--- src/hw/acac_pkg.sv ---
// Shared constants and carriers for the analog clock and converter control.
// Assumes a single 125 MHz core clock and a plain strobe register port.
package acac_pkg;

  // ==========================================================
  // Clock and timing
  localparam int CLK_MHZ            = 125;
  localparam int BANDGAP_SETTLE_NS  = 2000;
  localparam int PLL_SETTLE_NS      = 6000;
  localparam int BANDGAP_SETTLE_CYC = (BANDGAP_SETTLE_NS * CLK_MHZ + 999) / 1000;
  localparam int PLL_SETTLE_CYC     = (PLL_SETTLE_NS * CLK_MHZ + 999) / 1000;
  localparam int SAMPLE_BASE_CYC    = 5;
  localparam int CONVERT_CYC        = 12;
  localparam int SAMPLE_MIN_FIELD   = 3;

  // ==========================================================
  // Register offsets (word index times four)
  localparam logic [7:0] OFS_CONFIG_ZERO = 8'h00;
  localparam logic [7:0] OFS_CONFIG_TWO  = 8'h04;
  localparam logic [7:0] OFS_POWER       = 8'h08;
  localparam logic [7:0] OFS_STATUS      = 8'h0c;
  localparam logic [7:0] OFS_CTRL        = 8'h10;
  localparam logic [7:0] OFS_TRIG        = 8'h14;
  localparam logic [7:0] OFS_TRIM        = 8'h18;
  localparam logic [7:0] OFS_CHAN_BASE   = 8'h40;

  // ==========================================================
  // Field positions
  localparam int POS_GAIN      = 0;
  localparam int POS_REF       = 1;
  localparam int POS_CLKDIV    = 4;
  localparam int POS_BG_PD     = 0;
  localparam int POS_RC_PD     = 1;
  localparam int POS_PLL_ON    = 2;
  localparam int POS_CONV_EN   = 3;

  // ==========================================================
  // Reset values
  localparam logic [31:0] RST_CONFIG_ZERO = 32'h0000_0000;
  localparam logic [3:0]  RST_SAMPLE_LEN  = 4'h3;
  localparam logic [3:0]  RST_CLKDIV      = 4'h0;
  localparam logic [7:0]  RST_TRIM        = 8'h80;

  // ==========================================================
  // Types
  typedef enum logic [1:0] {
    MODE_ONE_SINGLE, MODE_REP_SINGLE, MODE_ONE_SCAN, MODE_REP_SCAN
  } acac_mode_t;

  typedef struct packed {
    logic       bandgap_powerdown;
    logic       fast_rc_powerdown;
    logic       pll_power_on;
    logic       conv_enable;
  } acac_power_t;

  typedef struct packed {
    logic       converter_gain_select;
    logic       reference_from_supply;
    logic [3:0] clk_div;
  } acac_analog_t;

endpackage

--- src/hw/acac_settle.sv ---
// Settling timer: ready rises a fixed number of cycles after enable.
// Assumes enable is a registered level on the core clock.
`timescale 1ns/1ns
module acac_settle
  import acac_pkg::*;
#(
  parameter int CYCLES = 250
) (
  // Clock and reset
  input  wire logic clk,
  input  wire logic nrst,
  // Unit control
  input  wire logic enable,
  output logic      ready
);

  // Refuse a count the timer cannot serve
  if (CYCLES < 1) begin : g_bad_cycles
    $error("settle count must be at least one");
  end

  localparam int W = $clog2(CYCLES + 1);
  logic [W-1:0] cnt_q;
  logic [W-1:0] cnt_d;
  logic         rdy_q;
  logic         rdy_d;

  // Count up while enabled; drop at once on disable
  always_comb begin
    cnt_d = cnt_q;
    rdy_d = rdy_q;
    if (!enable) begin
      cnt_d = '0;
      rdy_d = 1'b0;
    end else if (cnt_q == W'(CYCLES - 1)) begin
      rdy_d = 1'b1;
    end else begin
      cnt_d = cnt_q + W'(1);
    end
  end

  // Registers
  always_ff @(posedge clk) begin
    if (!nrst) begin
      cnt_q <= '0;
      rdy_q <= 1'b0;
    end else begin
      cnt_q <= cnt_d;
      rdy_q <= rdy_d;
    end
  end

  assign ready = rdy_q & enable; // Falls in the disabling cycle
endmodule

--- src/hw/acac_trig_count.sv ---
// Trigger prescaler: fires once every programmed number of trigger edges.
// Assumes the trigger level is already synchronised to the core clock.
`timescale 1ns/1ns
module acac_trig_count
  import acac_pkg::*;
#(
  parameter int W = 8
) (
  // Clock and reset
  input  wire logic         clk,
  input  wire logic         nrst,
  // Trigger
  input  wire logic         trig_sync,
  input  wire logic         arm,
  input  wire logic [W-1:0] preset,
  output logic              fire
);

  logic         prev_q;
  logic         prev_d;
  logic [W-1:0] cnt_q;
  logic [W-1:0] cnt_d;
  logic         edge_seen;

  assign edge_seen = trig_sync & ~prev_q;

  // Count rising edges; fire on the preset-th one (0 acts as 1)
  always_comb begin
    prev_d = trig_sync;
    cnt_d  = cnt_q;
    fire   = 1'b0;
    if (!arm) begin
      cnt_d = '0;
    end else if (edge_seen) begin
      if (cnt_q + W'(1) >= preset) begin
        fire  = 1'b1;
        cnt_d = '0;
      end else begin
        cnt_d = cnt_q + W'(1);
      end
    end
  end

  // Registers
  always_ff @(posedge clk) begin
    if (!nrst) begin
      prev_q <= 1'b0;
      cnt_q  <= '0;
    end else begin
      prev_q <= prev_d;
      cnt_q  <= cnt_d;
    end
  end
endmodule

--- src/hw/acac_top.sv ---
// Analog clock and converter control: power bits, settling, sequencer.
// Assumes a plain strobe register port and pins from other domains.
`timescale 1ns/1ns
module acac_top
  import acac_pkg::*;
#(
  parameter int SLOTS  = 16,
  parameter int RES_W  = 12,
  parameter int TRIG_W = 8
) (
  // Clock and reset
  input  wire logic             CORE_CLK,
  input  wire logic             NRST,
  // Power monitor (comparator output, core supply below 1.1 V)
  input  wire logic             CORE_LOW,
  output logic                  LOGIC_RESET_N,
  // Register port
  input  wire logic [7:0]       REG_ADDR,
  input  wire logic [31:0]      REG_WDATA,
  input  wire logic             REG_WR,
  input  wire logic             REG_RD,
  output logic [31:0]           REG_RDATA,
  // Timer trigger pins
  input  wire logic [3:0]       TIMER_TRIGGER,
  // Analog controls
  output acac_power_t           POWER_CTRL,
  output acac_analog_t          ANALOG_CTRL,
  output logic [7:0]            CORE_REGULATOR_TRIM,
  output logic                  BANDGAP_READY,
  output logic                  PLL_READY,
  // Converter analog core
  output logic                  CONV_SAMPLE,
  output logic [3:0]            CONV_CHANNEL,
  input  wire logic [RES_W-1:0] CONV_RESULT,
  output logic                  CONV_BUSY
);

  // Refuse sizes the slot map and the read mux cannot serve
  if (SLOTS != 16 || RES_W > 16 || TRIG_W > 23) begin : g_bad
    $error("slot count, result width or preset width out of range");
  end

  typedef enum {ST_IDLE, ST_SAMPLE, ST_CONVERT} acac_state_t;

  // ==========================================================
  // Synchronisers for pins
  logic       low_s1_q, low_s2_q;
  logic [3:0] trg_s1_q, trg_s2_q;

  // Two stages; reset-free so pins cross cleanly
  always_ff @(posedge CORE_CLK) begin
    low_s1_q <= CORE_LOW;
    low_s2_q <= low_s1_q;
    trg_s1_q <= TIMER_TRIGGER;
    trg_s2_q <= trg_s1_q;
  end

  // Hold digital logic in reset while the core supply is low
  // Filter itself runs on the slow clock upstream
  assign LOGIC_RESET_N = NRST & ~low_s2_q;

  // ==========================================================
  // Register state
  acac_power_t   pwr_q, pwr_d;
  acac_analog_t  ana_q, ana_d;
  logic [3:0]    samp_q, samp_d;
  logic [7:0]    trim_q, trim_d;
  acac_mode_t    mode_q, mode_d;
  logic [3:0]    last_q, last_d;
  logic [3:0]    tsel_q, tsel_d;
  logic [TRIG_W-1:0] tpre_q, tpre_d;
  logic [3:0]    chan_q [SLOTS];
  logic [3:0]    chan_d [SLOTS];
  logic [RES_W-1:0] res_q [SLOTS];
  logic [RES_W-1:0] res_d [SLOTS];
  logic [31:0]   rdata_q, rdata_d;
  logic          sw_start;

  // Slot region test on address, used by read and write decoding
  function automatic logic is_slot(input logic [7:0] a);
    return a[7:6] == OFS_CHAN_BASE[7:6];
  endfunction

  // ==========================================================
  // Converter sequencer state
  acac_state_t st_q, st_d;
  logic [4:0]  cyc_q, cyc_d;
  logic [3:0]  slot_q, slot_d;
  logic        busy_q, busy_d;
  logic [3:0]  fires;
  logic        start;
  logic        bg_rdy, pll_rdy;

  // Register writes and read mux
  always_comb begin
    pwr_d    = pwr_q;
    ana_d    = ana_q;
    samp_d   = samp_q;
    trim_d   = trim_q;
    mode_d   = mode_q;
    last_d   = last_q;
    tsel_d   = tsel_q;
    tpre_d   = tpre_q;
    rdata_d  = 32'h0000_0000; // Unmapped and reserved read zero
    sw_start = 1'b0;
    for (int i = 0; i < SLOTS; i++) chan_d[i] = chan_q[i];
    if (REG_WR) begin
      if (is_slot(REG_ADDR)) begin
        chan_d[REG_ADDR[5:2]] = REG_WDATA[3:0];
      end else begin
        unique case (REG_ADDR)
          OFS_CONFIG_ZERO: begin
            ana_d.converter_gain_select = REG_WDATA[POS_GAIN];
            ana_d.reference_from_supply = REG_WDATA[POS_REF];
            ana_d.clk_div = REG_WDATA[POS_CLKDIV +: 4];
          end
          OFS_CONFIG_TWO: samp_d = REG_WDATA[3:0];
          OFS_POWER: begin
            pwr_d.bandgap_powerdown = REG_WDATA[POS_BG_PD];
            pwr_d.fast_rc_powerdown = REG_WDATA[POS_RC_PD];
            pwr_d.pll_power_on      = REG_WDATA[POS_PLL_ON];
            pwr_d.conv_enable       = REG_WDATA[POS_CONV_EN];
          end
          OFS_CTRL: begin
            mode_d   = acac_mode_t'(REG_WDATA[1:0]);
            last_d   = REG_WDATA[7:4];
            sw_start = REG_WDATA[8];
          end
          OFS_TRIG: begin
            tsel_d = REG_WDATA[3:0];
            tpre_d = REG_WDATA[8 +: TRIG_W];
          end
          OFS_TRIM: trim_d = REG_WDATA[7:0];
          default: ;
        endcase
      end
    end
    if (REG_RD) begin
      if (is_slot(REG_ADDR)) begin
        rdata_d[3:0]         = chan_q[REG_ADDR[5:2]];
        rdata_d[16 +: RES_W] = res_q[REG_ADDR[5:2]];
      end else begin
        unique case (REG_ADDR)
          OFS_CONFIG_ZERO: rdata_d = {24'h000000, ana_q.clk_div, 2'b00,
                                      ana_q.reference_from_supply,
                                      ana_q.converter_gain_select};
          OFS_CONFIG_TWO:  rdata_d = {28'h0000000, samp_q};
          OFS_POWER:       rdata_d = {28'h0000000, pwr_q.conv_enable,
                                      pwr_q.pll_power_on,
                                      pwr_q.fast_rc_powerdown,
                                      pwr_q.bandgap_powerdown};
          OFS_STATUS:      rdata_d = {24'h000000, slot_q, 1'b0, busy_q,
                                      pll_rdy, bg_rdy};
          OFS_CTRL:        rdata_d = {24'h000000, last_q, 2'b00,
                                      2'(mode_q)};
          OFS_TRIG:        rdata_d = {{(24-TRIG_W){1'b0}}, tpre_q,
                                      4'h0, tsel_q};
          OFS_TRIM:        rdata_d = {24'h000000, trim_q};
          default:         rdata_d = 32'h0000_0000;
        endcase
      end
    end
  end

  // ==========================================================
  // Timer prescalers, one per trigger line
  genvar g;
  generate
    for (g = 0; g < 4; g++) begin : g_trig
      acac_trig_count #(.W(TRIG_W)) u_cnt (
        .clk       (CORE_CLK),
        .nrst      (NRST),
        .trig_sync (trg_s2_q[g]),
        .arm       (tsel_q[g] & pwr_q.conv_enable),
        .preset    (tpre_q),
        .fire      (fires[g])
      );
    end
  endgenerate

  // ==========================================================
  // Settling timers
  acac_settle #(.CYCLES(BANDGAP_SETTLE_CYC)) u_bg (
    .clk    (CORE_CLK),
    .nrst   (NRST),
    .enable (~pwr_q.bandgap_powerdown),
    .ready  (bg_rdy)
  );
  acac_settle #(.CYCLES(PLL_SETTLE_CYC)) u_pll (
    .clk    (CORE_CLK),
    .nrst   (NRST),
    .enable (pwr_q.pll_power_on & ~pwr_q.bandgap_powerdown),
    .ready  (pll_rdy)
  );

  assign start = sw_start | (|fires);

  // Sample phase: 5 base cycles stretched by the length field
  // Field 3 gives 8 sample plus 12 convert = 20 clocks per result
  logic [4:0] samp_cyc;
  assign samp_cyc = 5'(SAMPLE_BASE_CYC) + {1'b0, samp_q};

  // Conversion sequencer
  always_comb begin
    st_d   = st_q;
    cyc_d  = cyc_q;
    slot_d = slot_q;
    busy_d = busy_q;
    for (int i = 0; i < SLOTS; i++) res_d[i] = res_q[i];
    unique case (st_q)
      ST_IDLE: begin
        if (start && pwr_q.conv_enable) begin
          st_d   = ST_SAMPLE;
          cyc_d  = 5'h00;
          slot_d = 4'h0;
          busy_d = 1'b1;
        end
      end
      ST_SAMPLE: begin
        if (cyc_q == samp_cyc - 5'h01) begin
          st_d  = ST_CONVERT;
          cyc_d = 5'h00;
        end else begin
          cyc_d = cyc_q + 5'h01;
        end
      end
      ST_CONVERT: begin
        if (cyc_q == 5'(CONVERT_CYC - 1)) begin
          res_d[slot_q] = CONV_RESULT;
          cyc_d = 5'h00;
          st_d  = ST_SAMPLE;
          if ((mode_q == MODE_ONE_SCAN || mode_q == MODE_REP_SCAN)
              && slot_q != last_q) begin
            slot_d = slot_q + 4'h1;
          end else if (mode_q == MODE_REP_SINGLE) begin
            slot_d = 4'h0;
          end else if (mode_q == MODE_REP_SCAN) begin
            slot_d = 4'h0;
          end else begin
            st_d   = ST_IDLE;
            busy_d = 1'b0;
          end
        end else begin
          cyc_d = cyc_q + 5'h01;
        end
      end
    endcase
    if (!pwr_q.conv_enable) begin
      st_d   = ST_IDLE;
      busy_d = 1'b0;
    end
  end

  // ==========================================================
  // Registers
  always_ff @(posedge CORE_CLK) begin
    if (!NRST) begin
      pwr_q   <= '{bandgap_powerdown: 1'b0, fast_rc_powerdown: 1'b0,
                   pll_power_on: 1'b0, conv_enable: 1'b0};
      ana_q   <= '{converter_gain_select: 1'b0, reference_from_supply: 1'b0,
                   clk_div: RST_CLKDIV};
      samp_q  <= RST_SAMPLE_LEN;
      trim_q  <= RST_TRIM;
      mode_q  <= MODE_ONE_SINGLE;
      last_q  <= 4'h0;
      tsel_q  <= 4'h0;
      tpre_q  <= '0;
      rdata_q <= 32'h0000_0000;
      st_q    <= ST_IDLE;
      cyc_q   <= 5'h00;
      slot_q  <= 4'h0;
      busy_q  <= 1'b0;
      for (int i = 0; i < SLOTS; i++) begin
        chan_q[i] <= 4'h0;
        res_q[i]  <= '0;
      end
    end else begin
      pwr_q   <= pwr_d;
      ana_q   <= ana_d;
      samp_q  <= samp_d;
      trim_q  <= trim_d;
      mode_q  <= mode_d;
      last_q  <= last_d;
      tsel_q  <= tsel_d;
      tpre_q  <= tpre_d;
      rdata_q <= rdata_d;
      st_q    <= st_d;
      cyc_q   <= cyc_d;
      slot_q  <= slot_d;
      busy_q  <= busy_d;
      for (int i = 0; i < SLOTS; i++) begin
        chan_q[i] <= chan_d[i];
        res_q[i]  <= res_d[i];
      end
    end
  end

  // ==========================================================
  // Outputs
  assign REG_RDATA           = rdata_q;
  assign POWER_CTRL          = pwr_q;
  assign ANALOG_CTRL         = ana_q;
  assign CORE_REGULATOR_TRIM = trim_q;   // Regulator runs untouched
  assign BANDGAP_READY       = bg_rdy;
  assign PLL_READY           = pll_rdy;  // Feeds the 24 MHz path
  assign CONV_SAMPLE         = (st_q == ST_SAMPLE);
  assign CONV_CHANNEL        = chan_q[slot_q];
  assign CONV_BUSY           = busy_q;

endmodule

--- config.mk ---
export PLATFORM = sky130hd
export DESIGN_NAME = acac_top
export DESIGN_NICKNAME = d
export VERILOG_FILES = /design/src/hw/acac_pkg.sv /design/src/hw/acac_settle.sv /design/src/hw/acac_trig_count.sv /design/src/hw/acac_top.sv
export SDC_FILE = /design/constraint.sdc
export NUM_CORES = 1
export LEC_CHECK = 0
export BUFFER_PORTS_ARGS = -buffer_cell sky130_fd_sc_hd__buf_2
export CORE_AREA = 4 4 233 235
export DETAILED_ROUTE_END_ITERATION = 6
export DIE_AREA = 0 0 237 239
export GPL_TIMING_DRIVEN = 0
export SYNTH_ARGS = -nofsm -noshare
export SYNTH_HDL_FRONTEND = slang
export SYNTH_HIERARCHICAL = 1
export SYNTH_SLANG_ARGS = --single-unit
export TNS_END_PERCENT = 100
--- constraint.sdc ---
create_clock -name CORE_CLK -period 3.1 [get_ports CORE_CLK]
set_input_delay 0.31 -clock CORE_CLK [delete_from_list [all_inputs] [get_ports CORE_CLK]]
set_output_delay 0.31 -clock CORE_CLK [all_outputs]
set_load 0.01 [all_outputs]
==> results.md <==
- Critical Path Fanout Max: 8
- First-pass GRT wire length: a little over 90000 um
- Top cells by area, synth: dfxtp_1 42%, mux4_2 11%, mux2i_1 7.3%
- Post-Syn Instances: 2014
- Switching share of power: between 20% and 30%
- Clk_lat worst skew: 600 ps
- CTS Buffer Depth: 3
- DR WL/cell: between 20 and 25 um
- Synth top cells by count: 406 x dfxtp_1, 245 x nand2_1, 188 x a21oi_1
- Most common cell in the netlist: dfxtp_1
- Critical-path cell list: ha_2, nand3_2, nor2_2, xor2_1, ha_1, and4_2, o21ai_4, o21ai_0, and3_4, o41ai_4, nand2_2, a31o_1, buf_6, o2111a_1, buf_6, o21ai_1
- Leak: between 8 and 9 nW
- Routed Antenna Nets: 0
- Critical Path Slowest Stage Cell: o41ai_4
- Setup TNS: -2500 ps
- Worst Reg-to-Reg Cells: 16
- Max-cap violations: 0
- IO Count: 120
- Final wirelength: 60500 um
- Final hold vios: 0
- FMAX: 304 MHz
- Die Area: 56600 um^2
- Area of the multi-input gates: between 10000 and 15000 um^2
- Vias/cell: 5.60
- Residual DRC count: 0
- Chip width: between 200 and 250 um
- Buf+Inv Stages, Crit Path: 2
- Num CTS Buffers: 46
- Aggregate global routing overflow: 0
- Slew @ Worst Pin: 1020 ps
- CP Capture Type: flop
- Part of the total power dissipated in combinational logic: between 4 and 5%
- Int Pwr: 8.40 mW
- Status: complete, but fails checks
- Largest net degree at the start of global routing: 17
- TritonCTS clock tree: done
- Post-DP Area: 20600 um^2
- Starting density of the core: a little under two fifths
- Post-synth ARST share: 0%
- CORE AREA: between 50000 and 60000 um^2
- Flop pwr share: 47.4%
- Worst endpoint data arrival time: 3800 ps
- Setup Skew: between 20 and 30 ps
- Failing checks: setup timing
- Tot GR Track Use: 20.6%
- Layout Cell Area excl Fill: approximately 23000 um^2
- R2R Setup Slk: -190 ps
- Pre-antenna DRT Iters: 5
- Htree depth: 2
- Initial drt markers: 1400
- Clock Power Share: approximately half
- Hold Crit Start: REG_WDATA[0]
- Top cell type's share of synthesized area: 42.4%
- Number of synthesized flops with an enable pin: 0
- # rows: 84
- Seq/Total Area, Yosys: between 40% and 50%
- Post-DP HPWL: 43800 um
- Tightest Hold Check Type: input port to flop
- NetSw: 2.64 mW
- Syn. warnings: 6
- FF+latch count, synth: between 400 and 500
- Syn avg cell area: 9.52 um^2
- FF+latch area: 8160 um^2
- Post-route setup slack: -194 ps
- Vias in the first global route: 16100
- Initial antenna violation count: 0
- Yosys top cell by area: dfxtp_1
- Hold EP: chan_q[4][0]$_SDFFE_PN0P_
- Port Buf Inserts: 83
- Setup repair after global routing missed its margin: yes
- Crit path max-delay family: compound AO/OA/AOI/OAI gates
- Vias: 16400
- Crit path top cell by count: buf_6
- PwrDens: 482 nW/um^2
- Crit path time final: about 3300 ps
- Slew HR: 31.9%
- Layout cells sized above 1: 19.6%
- Die Span Y: 239 um
- # setup viols final: 16
- WHS Path Cells: 3
- Layout filler cell count: 4939
- Final net count: about 2300
- Clock tree sinks: 406
- Most used flip-flop cell after synthesis: dfxtp_1
- Routability cong.: 0.877
- CTS Root Cell: clkbuf_16
- Crit-path max cell delay: 390 ps
- Crit Path Class: flop to flop
- Cell variety after synth: 79
- Reg-to-Reg Start: g_trig[0].u_cnt/cnt_q[0]$_SDFFE_PN0P_
- Required time of the critical path: 3610 ps
- Max-slew violations: 0
- Mapped cell area: 19200 um^2
- Worst vdd ir: 0.399 mV
- Area grow syn2layout: 19.3%
- Final period util: 106%
- CP Launch Type: flop
- Clock transition at path regs: 60 ps
-- cell type report --
cell class / count / share of cell area, %
repair buffers: 138 / 3.81
multi-input cells: 1394 / 46.2
plain buffers: 174 / 3.38
diodes: 1 / 0.0109
flip-flops and latches: 406 / 35.7
well taps: 688 / 3.76
clock buffers: 64 / 5.85
clock inverters: 16 / 0.607
inverters: 41 / 0.673
-- registers in the layout (all words and copies together), names as in the netlist, 4 cells and up, named ones only --
signal,count
res_q,192
chan_q,64
g_trig.u_cnt/cnt_q,32
REG_RDATA,28
u_pll/cnt_q,10
CORE_REGULATOR_TRIM,8
tpre_q,8
u_bg/cnt_q,8
ANALOG_CTRL,6
cyc_q,5
POWER_CTRL,4
g_trig.u_cnt/prev_q,4
last_q,4
samp_q,4
slot_q,4
trg_s1_q,4
trg_s2_q,4
tsel_q,4
-- kinds of logic after synthesis --
group,synth area share [%]
other,0.0195
and+or+nand+nor,18.0
muxes,18.9
adders and majority gates,3.20
buffers and inverters,4.87
xor gates and xnor gates,1.60
AOI/OAI and AO/OA,11.0
DFF,42.4
-- cells in the final DEF, fill, tap and decap left out, types with 6 or more instances in the layout --
| master | instances |
|---|---|
| dfxtp_2 | 7 |
| clkbuf_8 | 12 |
| and2_1 | 22 |
| dfxtp_1 | 392 |
| xor2_1 | 17 |
| nor2_2 | 6 |
| and3_4 | 7 |
| o21ai_1 | 11 |
| and3_1 | 15 |
| buf_1 | 20 |
| clkinv_2 | 8 |
| clkbuf_1 | 117 |
| nand2b_1 | 12 |
| clkbuf_16 | 46 |
| nand3_1 | 178 |
| nand2_1 | 241 |
| xor2_2 | 8 |
| xnor2_1 | 10 |
| nor2b_1 | 30 |
| buf_4 | 49 |
| a32o_1 | 18 |
| mux2i_1 | 140 |
| mux4_2 | 97 |
| a22oi_1 | 10 |
| ha_1 | 44 |
| a21oi_1 | 188 |
| a22o_1 | 7 |
| nor3_1 | 12 |
| a31oi_1 | 9 |
| or3_1 | 7 |
| buf_6 | 7 |
| o21ai_0 | 31 |
| nor2_1 | 148 |
| dfxtp_4 | 7 |
| buf_2 | 108 |
| inv_1 | 40 |
| dlygate4sd3_1 | 16 |
-- worst max path at each step --
stage | startpoint | to | slack (ps) | cells after the start
after floorplan | g_trig[2].u_cnt/cnt_q[0]$_SDFFE_PN0P_ | flop | -60 | 17
after global placement | g_trig[0].u_cnt/cnt_q[0]$_SDFFE_PN0P_ | cyc_q[2]$_SDFFE_PN0P_ | -670 | 13
after detailed placement | g_trig[0].u_cnt/cnt_q[0]$_SDFFE_PN0P_ | cyc_q[2]$_SDFFE_PN0P_ | -740 | 13
after CTS | g_trig[1].u_cnt/cnt_q[0]$_SDFFE_PN0P_ | slot_q[0]$_SDFFE_PN0P_ | -230 | 17
after global routing | g_trig[0].u_cnt/cnt_q[0]$_SDFFE_PN0P_ | flop | -380 | 16
final | g_trig[0].u_cnt/cnt_q[0]$_SDFFE_PN0P_ | flop | -190 | 16
-- power by group through the flow --
| stage | combinational (mW) | clock (mW) | sequential (mW) |
|---|---|---|---|
| 5_1_grt | 0.509 | 5.60 | 5.24 |
| 3_5_place_dp | 0.456 | 0 | 5.36 |
| 2_1_floorplan | 0.271 | 0 | 5.35 |
| 6_report | 0.484 | 5.32 | 5.24 |
| 4_1_cts | 0.474 | 5.42 | 5.24 |
| 3_3_place_gp | 0.452 | 0 | 5.36 |
-- metal layers --
| metal | track usage, % | wire length, um | share of wire (%) |
|---|---|---|---|
| met5 | 0 | 0 | 0 |
| met4 | 9.11 | 2670 | 4.4 |
| met3 | 3.41 | 3790 | 6.3 |
| met2 | 34.4 | 29000 | 48 |
| met1 | 26.2 | 25100 | 41 |
-- timing repair --
item                       CTS  global route
hold buffers                16             0
hold endpoints to repair    22             0
setup endpoints to repair   20            20
buffers inserted            27            12
pin swaps                   28            23
gates resized for setup     54            33
-- through the flow --
stage	setup WS, ps	utilization, %	total power [mW]	hold WS, ps	instances
after floorplan	-58.8	-	5.63	310	2017
after global placement	-666	39.4	5.81	312	2788
after detailed placement	-737	39.4	5.81	315	2788
after CTS	-225	43.3	11.1	6.23	2910
after global routing	-379	43.8	11.4	24.6	2921
final	-194	43.8	11.0	30.5	2922
-- worst min-delay path: cells and delay by family --
kind,cells,cell delay (ps)
AOI/OAI and AO/OA,1,50
and+or+nand+nor,1,70
buffers and inverters,1,130
(Power assumes the default switching activity.)
